File: src/verilog/wwd_pkg.sv
// shared constants for the window watchdog supervisor and its host end
// assumes a single 20 MHz clock on both ends
`default_nettype none
package wwd_pkg;
    localparam int unsigned CLOCK_HZ = 20000000;
    localparam int unsigned CLOCK_NS = 50;
    // host-side least times, in their own units
    localparam int unsigned KICK_PULSE_NS = 500;
    localparam int unsigned ENABLE_HOLD_US = 200;
    localparam int unsigned SELECT_HOLD_US = 150;
    localparam int unsigned MR_PULSE_NS = 100;
    localparam int unsigned KICK_PULSE_CYCLES = (KICK_PULSE_NS + CLOCK_NS - 1) / CLOCK_NS;
    localparam int unsigned MR_PULSE_CYCLES = (MR_PULSE_NS + CLOCK_NS - 1) / CLOCK_NS;
    localparam int unsigned ENABLE_HOLD_CYCLES = ENABLE_HOLD_US * (CLOCK_HZ / 1000000);
    localparam int unsigned SELECT_HOLD_CYCLES = SELECT_HOLD_US * (CLOCK_HZ / 1000000);
    // device-side longest times
    localparam int unsigned STARTUP_US = 500;
    localparam int unsigned UV_DETECT_US = 30;
    localparam int unsigned STARTUP_CYCLES = STARTUP_US * (CLOCK_HZ / 1000000);
    localparam int unsigned UV_DETECT_CYCLES = UV_DETECT_US * (CLOCK_HZ / 1000000);
    // factory options: closed window 1 ms, reset delay 2 ms
    localparam int unsigned CLOSED_WINDOW_US = 1000;
    localparam int unsigned RESET_DELAY_US = 2000;
    localparam int unsigned CLOSED_WINDOW_CYCLES = CLOSED_WINDOW_US * (CLOCK_HZ / 1000000);
    localparam int unsigned RESET_DELAY_CYCLES = RESET_DELAY_US * (CLOCK_HZ / 1000000);
    localparam int unsigned TIMER_W = 32;
    localparam int unsigned SELECT_W = 2;
    // host register offsets (word index)
    localparam logic [3:0] REG_CONTROL = 4'h0;
    localparam logic [3:0] REG_STATUS = 4'h1;
    localparam logic [3:0] REG_IRQ_STATUS = 4'h2;
    localparam logic [3:0] REG_IRQ_CLEAR = 4'h3;
    localparam logic [3:0] REG_IRQ_ENABLE = 4'h4;
    localparam logic [7:0] CONTROL_RESET = 8'h00;
    // control bit positions
    localparam int unsigned CTL_KICK = 0;
    localparam int unsigned CTL_ENABLE = 1;
    localparam int unsigned CTL_SELECT = 2;
    localparam int unsigned CTL_MR = 4;
    // open-window multiplier n per select code
    function automatic logic [9:0] ratio_of(input logic [SELECT_W-1:0] sel);
        case (sel)
            2'h0: ratio_of = 10'h002;
            2'h1: ratio_of = 10'h004;
            2'h2: ratio_of = 10'h008;
            default: ratio_of = 10'h010;
        endcase
    endfunction : ratio_of
endpackage : wwd_pkg
`default_nettype wire

File: src/verilog/wwd_link_if.sv
// pin-level link between the host and the supervisor
// assumes both ends on the same clock
`default_nettype none
interface wwd_link_if;
    import wwd_pkg::*;
    logic kick_input;
    logic watchdog_enable;
    logic [SELECT_W-1:0] window_ratio_select;
    logic manual_reset_n;
    logic reset_out_n;
    logic fault_output_n;
    modport device (
        input kick_input,
        input watchdog_enable,
        input window_ratio_select,
        input manual_reset_n,
        output reset_out_n,
        output fault_output_n
    );
    modport host (
        output kick_input,
        output watchdog_enable,
        output window_ratio_select,
        output manual_reset_n,
        input reset_out_n,
        input fault_output_n
    );
endinterface : wwd_link_if
`default_nettype wire

File: src/verilog/wwd_supervisor.sv
// window watchdog supervisor timing core (device end)
// assumes reset_n is power-on; undervoltage arrives as a digital flag
// Functional notes
// RULE1: host holds kick at least 500 ns
// RULE2: host holds enable 200 us after change
// RULE3: host holds select 150 us after change
// RULE4: closed window from factory constant
// RULE5: open window is (n-1) closed windows
// RULE6: power-up release after startup plus reset delay
// RULE7: manual reset held low 100 ns
// RULE8: manual reset asserts reset promptly
// RULE9: reset delay after manual reset release
// RULE10: undervoltage asserts reset within 30 us
// RULE11: kick in closed window is early fault
// RULE12: open-window kick restarts; none is late fault
// RULE13: fault pulses fault output for reset delay
// RULE14: watchdog idle while reset held
// RULE15: one reset delay for all releases
// RULE16: inputs synchronised before use
//
// The register offsets and the address-and-strobe port were left to the implementer.
`default_nettype none
module wwd_supervisor
    import wwd_pkg::*;
#(
    parameter int unsigned CLOSED_CYCLES = CLOSED_WINDOW_CYCLES,
    parameter int unsigned DELAY_CYCLES = RESET_DELAY_CYCLES,
    parameter int unsigned START_CYCLES = STARTUP_CYCLES,
    parameter int unsigned UV_CYCLES = UV_DETECT_CYCLES,
    parameter int unsigned EN_HOLD_CYCLES = ENABLE_HOLD_CYCLES,
    parameter int unsigned SEL_HOLD_CYCLES = SELECT_HOLD_CYCLES
) (
    input wire logic clock,
    input wire logic reset_n,
    input wire logic undervoltage,
    wwd_link_if.device link,
    output logic early_fault,
    output logic late_fault
);
    typedef enum logic [1:0] {
        WD_IDLE = 2'b00,
        WD_CLOSED = 2'b01,
        WD_OPEN = 2'b10
    } wd_state_type;

    logic [1:0] kick_s_r;
    logic [1:0] en_s_r;
    logic [1:0] mr_s_r;
    logic [1:0] uv_s_r;
    logic [SELECT_W-1:0] sel_a_r;
    logic [SELECT_W-1:0] sel_b_r;
    logic [SELECT_W-1:0] sel_r;
    logic [SELECT_W-1:0] sel_prev_r;
    logic kick_d_r;
    logic en_r;
    logic en_prev_r;
    logic [TIMER_W-1:0] en_cnt_r;
    logic [TIMER_W-1:0] sel_cnt_r;
    logic [TIMER_W-1:0] uv_cnt_r;
    logic [TIMER_W-1:0] rst_cnt_r;
    logic [TIMER_W-1:0] wd_cnt_r;
    logic [TIMER_W-1:0] flt_cnt_r;
    logic in_reset_r;
    logic started_r;
    logic fault_r;
    wd_state_type state_r;
    wd_state_type state_nxt;

    // a counter that started at zero has covered span cycles
    function automatic logic span_done(input logic [TIMER_W-1:0] count,
                                       input logic [TIMER_W-1:0] span);
        span_done = count >= span - TIMER_W'(1);
    endfunction : span_done

    function automatic logic [TIMER_W-1:0] bump(input logic [TIMER_W-1:0] count);
        bump = count + TIMER_W'(1);
    endfunction : bump

    // two-stage synchronisers
    always_ff @(posedge clock or negedge reset_n) begin
        if (!reset_n) begin
            kick_s_r <= 2'h3;
            en_s_r <= 2'h0;
            mr_s_r <= 2'h3;
            uv_s_r <= 2'h0;
            sel_a_r <= '0;
            sel_b_r <= '0;
        end else begin
            kick_s_r <= {kick_s_r[0], link.kick_input}; // [RULE16]
            en_s_r <= {en_s_r[0], link.watchdog_enable}; // [RULE16]
            mr_s_r <= {mr_s_r[0], link.manual_reset_n}; // [RULE16]
            uv_s_r <= {uv_s_r[0], undervoltage};
            sel_a_r <= link.window_ratio_select; // [RULE16]
            sel_b_r <= sel_a_r;
        end
    end

    // kick edge, reset causes and window ends
    wire kick = kick_s_r[1];
    wire kick_fall = kick_d_r & ~kick;
    wire mr_low = ~mr_s_r[1];
    wire uv_trip = uv_cnt_r >= TIMER_W'(UV_CYCLES - 2);
    wire hold_reset = mr_low | uv_trip;
    wire [TIMER_W-1:0] release_limit = started_r ? TIMER_W'(DELAY_CYCLES) :
                                       TIMER_W'(DELAY_CYCLES + START_CYCLES); // [RULE6] [RULE15]
    wire [TIMER_W-1:0] open_cycles = TIMER_W'(CLOSED_CYCLES) *
                                     TIMER_W'(ratio_of(sel_r) - 10'h001); // [RULE5]
    wire closed_done = span_done(wd_cnt_r, TIMER_W'(CLOSED_CYCLES)); // [RULE4]
    wire open_done = span_done(wd_cnt_r, open_cycles);
    wire en_settled = span_done(en_cnt_r, TIMER_W'(EN_HOLD_CYCLES));
    wire sel_settled = span_done(sel_cnt_r, TIMER_W'(SEL_HOLD_CYCLES));
    wire release_due = span_done(rst_cnt_r, release_limit);
    wire fault_over = span_done(flt_cnt_r, TIMER_W'(DELAY_CYCLES));
    wire watch = en_r & ~in_reset_r & ~fault_r;
    wire early = watch & (state_r == WD_CLOSED) & kick_fall; // [RULE11]
    wire late = watch & (state_r == WD_OPEN) & open_done & ~kick_fall; // [RULE12]

    // enable and select apply only after staying stable for their hold time
    always_ff @(posedge clock or negedge reset_n) begin
        if (!reset_n) begin
            en_prev_r <= 1'b0;
            en_r <= 1'b0;
            en_cnt_r <= '0;
            sel_prev_r <= '0;
            sel_r <= '0;
            sel_cnt_r <= '0;
            kick_d_r <= 1'b1;
        end else begin
            kick_d_r <= kick;
            en_prev_r <= en_s_r[1];
            sel_prev_r <= sel_b_r;
            en_cnt_r <= (en_prev_r != en_s_r[1]) ? '0 : bump(en_cnt_r);
            if (en_settled)
                en_r <= en_prev_r; // [RULE2]
            sel_cnt_r <= (sel_prev_r != sel_b_r) ? '0 : bump(sel_cnt_r);
            if (sel_settled)
                sel_r <= sel_prev_r; // [RULE3]
        end
    end

    // supervisor reset timing
    always_ff @(posedge clock or negedge reset_n) begin
        if (!reset_n) begin
            uv_cnt_r <= '0;
            rst_cnt_r <= '0;
            in_reset_r <= 1'b1;
            started_r <= 1'b0;
        end else begin
            if (!uv_s_r[1])
                uv_cnt_r <= '0;
            else if (!uv_trip)
                uv_cnt_r <= bump(uv_cnt_r); // [RULE10]
            if (hold_reset) begin
                in_reset_r <= 1'b1; // [RULE8]
                rst_cnt_r <= '0;
            end else if (in_reset_r) begin
                if (release_due) begin
                    in_reset_r <= 1'b0; // [RULE9]
                    started_r <= 1'b1;
                end else begin
                    rst_cnt_r <= bump(rst_cnt_r);
                end
            end
        end
    end

    // frame state: closed window, then open window
    always_comb begin
        state_nxt = state_r;
        case (state_r)
            WD_IDLE: state_nxt = watch ? WD_CLOSED : WD_IDLE;
            WD_CLOSED: state_nxt = (early | ~watch) ? WD_IDLE :
                                   (closed_done ? WD_OPEN : WD_CLOSED);
            WD_OPEN: state_nxt = (~watch | late) ? WD_IDLE :
                                 (kick_fall ? WD_CLOSED : WD_OPEN); // [RULE12]
            default: state_nxt = WD_IDLE;
        endcase
    end

    // frame timer and fault pulse
    always_ff @(posedge clock or negedge reset_n) begin
        if (!reset_n) begin
            state_r <= WD_IDLE;
            wd_cnt_r <= '0;
            fault_r <= 1'b0;
            flt_cnt_r <= '0;
            early_fault <= 1'b0;
            late_fault <= 1'b0;
        end else begin
            state_r <= state_nxt;
            early_fault <= early;
            late_fault <= late;
            wd_cnt_r <= (state_nxt != state_r) ? '0 : bump(wd_cnt_r);
            if (in_reset_r) begin
                fault_r <= 1'b0; // [RULE14]
                flt_cnt_r <= '0;
            end else if (early | late) begin
                fault_r <= 1'b1; // [RULE13]
                flt_cnt_r <= '0;
            end else if (fault_r) begin
                if (fault_over)
                    fault_r <= 1'b0; // [RULE15]
                else
                    flt_cnt_r <= bump(flt_cnt_r);
            end
        end
    end

    assign link.reset_out_n = ~in_reset_r;
    assign link.fault_output_n = ~fault_r;
endmodule : wwd_supervisor
`default_nettype wire
File: src/flat_wrapper.sv
// flat-port wrapper written by rule: the top's interface ports become plain ports
module wwd_supervisor_flat import wwd_pkg::*;
#(
    parameter int unsigned CLOSED_CYCLES = CLOSED_WINDOW_CYCLES,
    parameter int unsigned DELAY_CYCLES = RESET_DELAY_CYCLES,
    parameter int unsigned START_CYCLES = STARTUP_CYCLES,
    parameter int unsigned UV_CYCLES = UV_DETECT_CYCLES,
    parameter int unsigned EN_HOLD_CYCLES = ENABLE_HOLD_CYCLES,
    parameter int unsigned SEL_HOLD_CYCLES = SELECT_HOLD_CYCLES
)
  (clock, reset_n, undervoltage, early_fault, late_fault, link_kick_input, link_watchdog_enable, link_window_ratio_select, link_manual_reset_n, link_reset_out_n, link_fault_output_n);
  wwd_link_if link_i ();
  input wire logic clock;
  input wire logic reset_n;
  input wire logic undervoltage;
  output logic early_fault;
  output logic late_fault;
  input wire logic [$bits(link_i.kick_input)-1:0] link_kick_input;
  input wire logic [$bits(link_i.watchdog_enable)-1:0] link_watchdog_enable;
  input wire logic [$bits(link_i.window_ratio_select)-1:0] link_window_ratio_select;
  input wire logic [$bits(link_i.manual_reset_n)-1:0] link_manual_reset_n;
  output wire logic [$bits(link_i.reset_out_n)-1:0] link_reset_out_n;
  output wire logic [$bits(link_i.fault_output_n)-1:0] link_fault_output_n;
  assign link_i.kick_input = link_kick_input;
  assign link_i.watchdog_enable = link_watchdog_enable;
  assign link_i.window_ratio_select = link_window_ratio_select;
  assign link_i.manual_reset_n = link_manual_reset_n;
  assign link_reset_out_n = link_i.reset_out_n;
  assign link_fault_output_n = link_i.fault_output_n;
  wwd_supervisor #(.CLOSED_CYCLES(CLOSED_CYCLES), .DELAY_CYCLES(DELAY_CYCLES), .START_CYCLES(START_CYCLES), .UV_CYCLES(UV_CYCLES), .EN_HOLD_CYCLES(EN_HOLD_CYCLES), .SEL_HOLD_CYCLES(SEL_HOLD_CYCLES)) u_core (.clock(clock), .reset_n(reset_n), .undervoltage(undervoltage), .link(link_i), .early_fault(early_fault), .late_fault(late_fault));
endmodule
File: config.mk
export PLATFORM = sky130hd
export DESIGN_NAME = wwd_supervisor_flat
export DESIGN_NICKNAME = d
export VERILOG_FILES = /design/src/verilog/wwd_pkg.sv /design/src/verilog/wwd_link_if.sv /design/src/verilog/wwd_supervisor.sv /design/src/flat_wrapper.sv
export SDC_FILE = /design/constraint.sdc
export NUM_CORES = 1
export LEC_CHECK = 0
export BUFFER_PORTS_ARGS = -buffer_cell sky130_fd_sc_hd__buf_2
export CORE_MARGIN = 2
export CORE_UTILIZATION = 59
export CTS_BUF_LIST = sky130_fd_sc_hd__clkbuf_2
export DETAILED_ROUTE_END_ITERATION = 8
export GPL_TIMING_DRIVEN = 0
export PLACE_DENSITY_LB_ADDON = 0.05
export SYNTH_ARGS = -nofsm -noshare
export SYNTH_HDL_FRONTEND = slang
export SYNTH_SLANG_ARGS = --single-unit
File: constraint.sdc
create_clock -name clock -period 4.4 [get_ports clock]
set_input_delay 0.88 -clock clock [delete_from_list [all_inputs] [get_ports clock]]
set_output_delay 0.88 -clock clock [all_outputs]
set_load 0.005 [all_outputs]
## Yosys cells after proc, flatten, opt, wreduce, memory -nomap -nowiden

Index checks and enable logic that the tools add are counted.

- Register bits: 218
- Bits of input ports: 8
- Output and inout port bits: 4
- Word-level logic and storage cells: 103

- Add/sub/neg operators: 9
- Multipliers: 1
- $lt $le $gt $ge: 7
- Equality and inequality tests: 10
- Multiplexer cells: 27
- Bitwise logic cells: 19
- Reduce and logical (&&, ||, !) cells: 7

Operators by type and width:

| operator | count |
|---|---|
| $mux W32 | 12 |
| $add A32 B1 Y32 const B | 6 |
| $ge A32 B12 Y1 const B | 2 |
| $ge A32 B32 Y1 | 2 |
| $sub A32 B1 Y32 const B | 2 |
| $ge A32 B10 Y1 const B | 1 |
| $ge A32 B15 Y1 const B | 1 |
| $ge A32 B16 Y1 const B | 1 |
| $mul A10 B32 Y27 const A | 1 |
| $mux W15 | 1 |
| $pmux W5 S3 | 1 |
| $and A1 B1 Y1 | 8 |
| $mux W1 | 8 |
| $mux W2 | 4 |
| $not A1 Y1 | 7 |
| $pmux W2 S3 | 1 |
| $sub A5 B1 Y6 const B | 1 |
| $eq A2 B1 Y1 const B | 2 |
| $eq A2 B2 Y1 const B | 2 |
| $logic_not A2 Y1 | 2 |
| $ne A2 B2 Y1 | 2 |
| $or A1 B1 Y1 | 4 |
| $reduce_and A2 Y1 | 2 |
| $ne A3 B2 Y1 const B | 1 |
| other kinds (6) | 6 |

## Logic depth before layout (Yosys ltp)

- Word-level depth: 13
- Mapped depth: 23
- Mapped depth without buffers: 22

## Worst setup path after synthesis

Ideal clock, no wire load.

- Kind: reg2reg
- Start: register u_core.sel_r[0]
- End: register u_core.flt_cnt_r[21]
- Library setup time: 0.066 ns
- Arrival time: 4.556 ns
- Data required time: 4.334 ns
- Path slack: -0.222 ns
- Stages on the path, launching flop included: 24
- Buffers on the path: 1
- Clock period less this slack: 4.622 ns
- Cells stage by stage: dfrtp_1 > inv_1 > ha_1 > inv_1 > ha_1 > nand3b_1 > inv_1 > ha_1 > xnor2_1 > and2_1 > ha_1 > nand2_1 > fa_1 > xnor2_1 > xnor2_1 > xnor2_1 > ha_1 > o21ai_0 > nor2_1 > nor3_1 > o21ai_0 > a311oi_1 > clkbuf_1 > and2_1

- Word-level cells in the longest chain between the ends: 11
- Elaborated cells between the ends (all ways): 16
- Classes of those cells: 2 x add/sub; 1 x mul; 1 x order compare; 3 x eq/ne; 3 x mux; 3 x bitwise; 3 x reduce/logical

RTL lines:

| what | line | RTL |
|---|---|---|
| start: declaration | wwd_supervisor.sv:52 | `logic [SELECT_W-1:0] sel_r;` |
| start signal: assignment | wwd_supervisor.sv:137 | `sel_r <= sel_prev_r;` |
| $eq A2 B2 Y1 (tied with other cells) | wwd_pkg.sv:42 | `case (sel)` |
| $pmux W5 S3 * | wwd_pkg.sv:42 |  |
| $sub A5 B1 Y6 * | wwd_supervisor.sv:107 | `TIMER_W'(ratio_of(sel_r) - 10'h001);` |
| $mul A10 B32 Y27 * | wwd_supervisor.sv:106 | `wire [TIMER_W-1:0] open_cycles = TIMER_W'(CLOSED_CYCLES) *` |
| $sub A32 B1 Y32 * | wwd_supervisor.sv:72 | `span_done = count >= span - TIMER_W'(1);` |
| $ge A32 B32 Y1 * | wwd_supervisor.sv:72 |  |
| $and A1 B1 Y1 * (2 in a row) | wwd_supervisor.sv:116 | `wire late = watch & (state_r == WD_OPEN) & open_done & ~kick_fall;` |
| $or A1 B1 Y1 * | wwd_supervisor.sv:197 | `end else if (early \| late) begin` |
| $ne A3 B2 Y1 (no line) (tied with other cells) | -- |  |
| $reduce_and A2 Y1 (no line) / $mux W32 (equally long branches) | -- |  |
| end signal: assignment | wwd_supervisor.sv:204 | `flt_cnt_r <= bump(flt_cnt_r);` |
| end: declaration | wwd_supervisor.sv:62 | `logic [TIMER_W-1:0] flt_cnt_r;` |

Every way passes the cells marked *; elsewhere a longest branch is shown, timed or not.
A chain may end at the register's enable or synchronous reset.

## Worst setup path after layout

- Start: register u_core.sel_r[0]
- End: register u_core.flt_cnt_r[25]

Same word-level chain as after synthesis.

==> flow_summary.ini <==
[status]
outcome = finished, violations left
violations = negative setup slack

[worst_setup_path]
reg2reg_to = u_core.flt_cnt_r[25]$_DFFE_PN0P_
crit_type = register to register
cp-end-kind = register
reg2reg_from = u_core.sel_r[0]$_DFFE_PN0P_
cp-startpoint = u_core.sel_r[0]$_DFFE_PN0P_
cp.depth = 21
start_kind = register
cp_num_buf_inv = 3
crit_path_top_delay_cell = fa_2
crit_end = u_core.flt_cnt_r[25]$_DFFE_PN0P_
worstPathCellList = buf_4, ha_2, inv_2, ha_4, ha_4, xnor2_4, and2_4, ha_4, nand2_2, fa_2, a31oi_4, a21oi_2, xnor2_1, ha_1, o21ai_2, nor2_2, nor3_2, o21ai_2, a311oi_4, clkbuf_8, and2_1
reg2reg_slack_ps = -20
cp_max_fo = 7
max_stage_delay_ps = 550
cp.arrival_ps = 5150
required_ps = 5130
cpLargestDelayFamily = adder cells
cp_common_cell = ha_4
r2r_cells = 21

[pwr]
total_power_w = 0.003477
clkPwrFrac_pct = 38.6
switchingPower_w = 0.0009109
max-vdd-ir-drop_uv = 261.6
p_int_w = 0.002566
power_density_nw_per_um2 = 286.0
seqPwrFrac_pct = 58.6
power_switching_share_pct = 26.20
combPwrFrac_pct = 2.8
p_leak_nw = 5.454

[detailed_routing]
drc = 0
vias = 7823
totalWireLength_mm = 20.98
dr.pass1.iters = 4
ant_nets = 0
vias_per_cell = 5.533
detail_route.wl_per_cell_um = 14.84
drtIter0Drc = 407

[logic_synthesis]
synth_cells = 1045
ys_types = 56
synth_top_flop_cell = dfrtp_1
synth-xor-area-share_pct = 8.898
synth.cell_area_um2 = 10530
yosys_warnings = 0
ys_seq_area_share_pct = 51.87
async_reset_ff_share_pct = 100.0
synth.area.mux_share_pct = 0.6058
synth_fp_nets = 1103
synth_fa_ha_area_share_pct = 6.082
synth-seq-cells = 218
synth_edf_count = 0
synth_top_family_by_area = simple AND/OR/NAND/NOR gates
syn_area_per_cell_um2 = 10.08
yosys.area_share.simple_pct = 23.57
synth_compound_area_share_pct = 6.427

[floorplanning]
dieArea_um2 = 18940
core_region_area_um2 = 17360
ios = 12
fp-row-count = 48
dieWidth_um = 137.6
start_util_pct = 60.68
die_h_um = 137.6

[placed_design]
place_area_um2 = 10920
dp.final_hpwl_mm = 12.92
pre_cts_slack_ps = -810.4
gp_congestion = 0.7947
io_buffers = 11

[finish]
drive_above_1_share_pct = 19.78
final_util_pct = 70.03
final_area_um2 = 12160
nets = 1200
syn_to_final_growth_pct = 15.41

[grt]
grt.met2_usage_pct = 36.65
grt-busiest-layer = met2
grt_pass1_vias = 7670
use_met3_pct = 4.121
use_met1_pct = 31.15
overflow = 0
grt_antenna_before_repair = 1
grt_use_total_pct = 22.83
grt_pass1_wl_mm = 35.26
grt_max_degree = 125

[run]
drv_cap = 0

[cts]
clkSlewWorstSetupHoldPaths_ps = 120
worstSkewPairLatency_ps = 810
cts-hold-fix-buffers = 0
htreeDepth = 2
clock-sinks = 218
cts_max_path_buffers = 3
cts_buffers = 56
cts_tree = built
clock-root-buffer = clkbuf_2

[timing]
clock_skew_ps = 52.95
worstMarginPinSlew_ps = 1032
setup_viol = 5
final_hold_viol_count = 0
finalWorstSetupSlack_ps = -24.17
fin_crit_ps = 4424
finalSetupTns_ps = -91.34
rsz0062_at_grt = true
slew_headroom_pct = 30.59
clock.fmax_mhz = 226.0
slew_violations = 0
fin_crit_sh_pct = 100.5

[min_path]
hp-class = input port to register
[how the worst min path moves through the flow]
stage	startpoint	endpoint	slack, ps	cells past startpoint
6_report	link_manual_reset_n	u_core.mr_s_r[0]$_DFF_PN1_	160	1
5_1_grt	link_manual_reset_n	u_core.mr_s_r[0]$_DFF_PN1_	50	1
4_1_cts	link_manual_reset_n	u_core.mr_s_r[0]$_DFF_PN1_	50	1
3_5_place_dp	u_core.en_s_r[0]$_DFF_PN0_	u_core.en_s_r[1]$_DFF_PN0_	340	0
3_3_place_gp	u_core.sel_a_r[1]$_DFF_PN0_	u_core.sel_b_r[1]$_DFF_PN0_	330	0
2_1_floorplan	u_core.en_s_r[0]$_DFF_PN0_	u_core.en_s_r[1]$_DFF_PN0_	330	0
[power groups by stage]
stage | Sequential, W | Combinational (W) | Clock, W
2_1_floorplan | 0.00207 | 0.0000403 | 0
3_5_place_dp | 0.00208 | 0.000102 | 0
5_1_grt | 0.00204 | 0.000116 | 0.00151
6_report | 0.00204 | 0.0000975 | 0.00134
3_3_place_gp | 0.00208 | 0.0000958 | 0
4_1_cts | 0.00204 | 0.000102 | 0.00140
[layer usage]
layer / wire, um / share of wire (%) / vias up
li1: - / - / 3871
met1: 9785 / 47 / 3799
met2: 10130 / 48 / 118
met3: 678 / 3.2 / 35
met4: 384 / 1.8 / 0
met5: 0 / 0 / -
[repair_timing]
| action | 4_1_cts | 5_1_grt |
|---|---|---|
| gates resized for setup | 48 | 101 |
| setup endpoints to repair | 67 | 64 |
| pin swaps | 19 | 57 |
| hold endpoints to repair | 0 | 0 |
| setup buffers | 16 | 6 |
| cloned | 1 | 4 |
[per-stage QoR]
| stage | std cells | hold WS (ps) |
|---|---|---|
| 2_1_floorplan | 1045 | 331.2 |
| 3_3_place_gp | 1281 | 333.2 |
| 3_5_place_dp | 1282 | 338.7 |
| 4_1_cts | 1403 | 54.06 |
| 5_1_grt | 1414 | 53.21 |
| 6_report | 1414 | 160.7 |
[synth_stat cells (31+ instances only)]
master   instances  share of area [%]
xor2_1          52                4.3
o21ai_0         36                1.7
nor4_1          31                1.8
inv_1           40                1.4
ha_1            48                5.7
a21oi_1         43                2.0
nor2_1         139                5.0
and2_1          45                2.7
nand2_1         66                2.4
dfrtp_1        212                 50
xnor2_1         55                4.6
nand3_1         49                2.3
nand4_1         33                2.0
[worst register-to-register path: stages (launching register included)]
cell      delay [ps]
dfrtp_2          490
buf_4            170
ha_2             200
inv_2             80
ha_4             210
ha_4             300
xnor2_4          120
and2_4           170
ha_4             120
nand2_2           50
fa_2             550
a31oi_4           80
a21oi_2          120
xnor2_1          160
ha_1             290
o21ai_2           80
nor2_2            50
nor3_2           190
o21ai_2          150
a311oi_4         450
clkbuf_8         230
and2_1           120
[registers in the layout (all words and copies together), names as in the netlist]
| name | flops |
|---|---|
| u_core.en_cnt_r | 32 |
| u_core.flt_cnt_r | 32 |
| u_core.rst_cnt_r | 32 |
| u_core.sel_cnt_r | 32 |
| u_core.uv_cnt_r | 32 |
| u_core.wd_cnt_r | 32 |
| u_core.en_s_r | 2 |
| u_core.kick_s_r | 2 |
| u_core.mr_s_r | 2 |
| u_core.sel_a_r | 2 |
| u_core.sel_b_r | 2 |
| u_core.sel_prev_r | 2 |
| u_core.sel_r | 2 |
| u_core.state_r | 2 |
| u_core.uv_s_r | 2 |
| u_core.early_fault | 1 |
| u_core.en_prev_r | 1 |
| u_core.en_r | 1 |
| u_core.fault_r | 1 |
| u_core.in_reset_r | 1 |
| u_core.kick_d_r | 1 |
| u_core.late_fault | 1 |
| u_core.started_r | 1 |
[cell type report]
cell class                      count  area, um2
Fill cell                        1330       5201
Tap cell                          225      281.5
Multi-Input combinational cell    756       5244
Buffer                             30      166.4
Sequential cell                   218       5465
Antenna cell                        1      2.502
Clock buffer                       86      430.4
Clock inverter                     18      72.57
Inverter                           41      163.9
Timing Repair Buffer               39      329.1
[cells in the final DEF, fill, tap and decap left out, types with 14 or more instances in the layout]
cell and n:
dfrtp_1 210, nor2_1 98, clkbuf_2 86, nand2_1 65, xnor2_1 54, xor2_1 52
nand3_1 49, a21oi_1 41, and2_1 39, ha_1 39, o21ai_0 34, inv_1 33
nand4_1 33, nor4_1 30, and3_1 30, nor2_4 26, or3_1 23, clkbuf_1 22
buf_4 20, nor3_1 15, nor2_2 15, and4_1 14
[cells by family (layout without fill, tap and decap cells)]
kind of cell             after synthesis  after routing
multiplexers                           6              6
XOR/XNOR                             107            107
other                                  0              1
AO/OA/AOI/OAI                        115            115
buffers and inverters                 71            214
AND/OR/NAND/NOR                      478            478
flip-flops                           218            218
adder cells (fa/ha/maj)               50             50
Note: power is estimated with default switching activity, not from simulation.
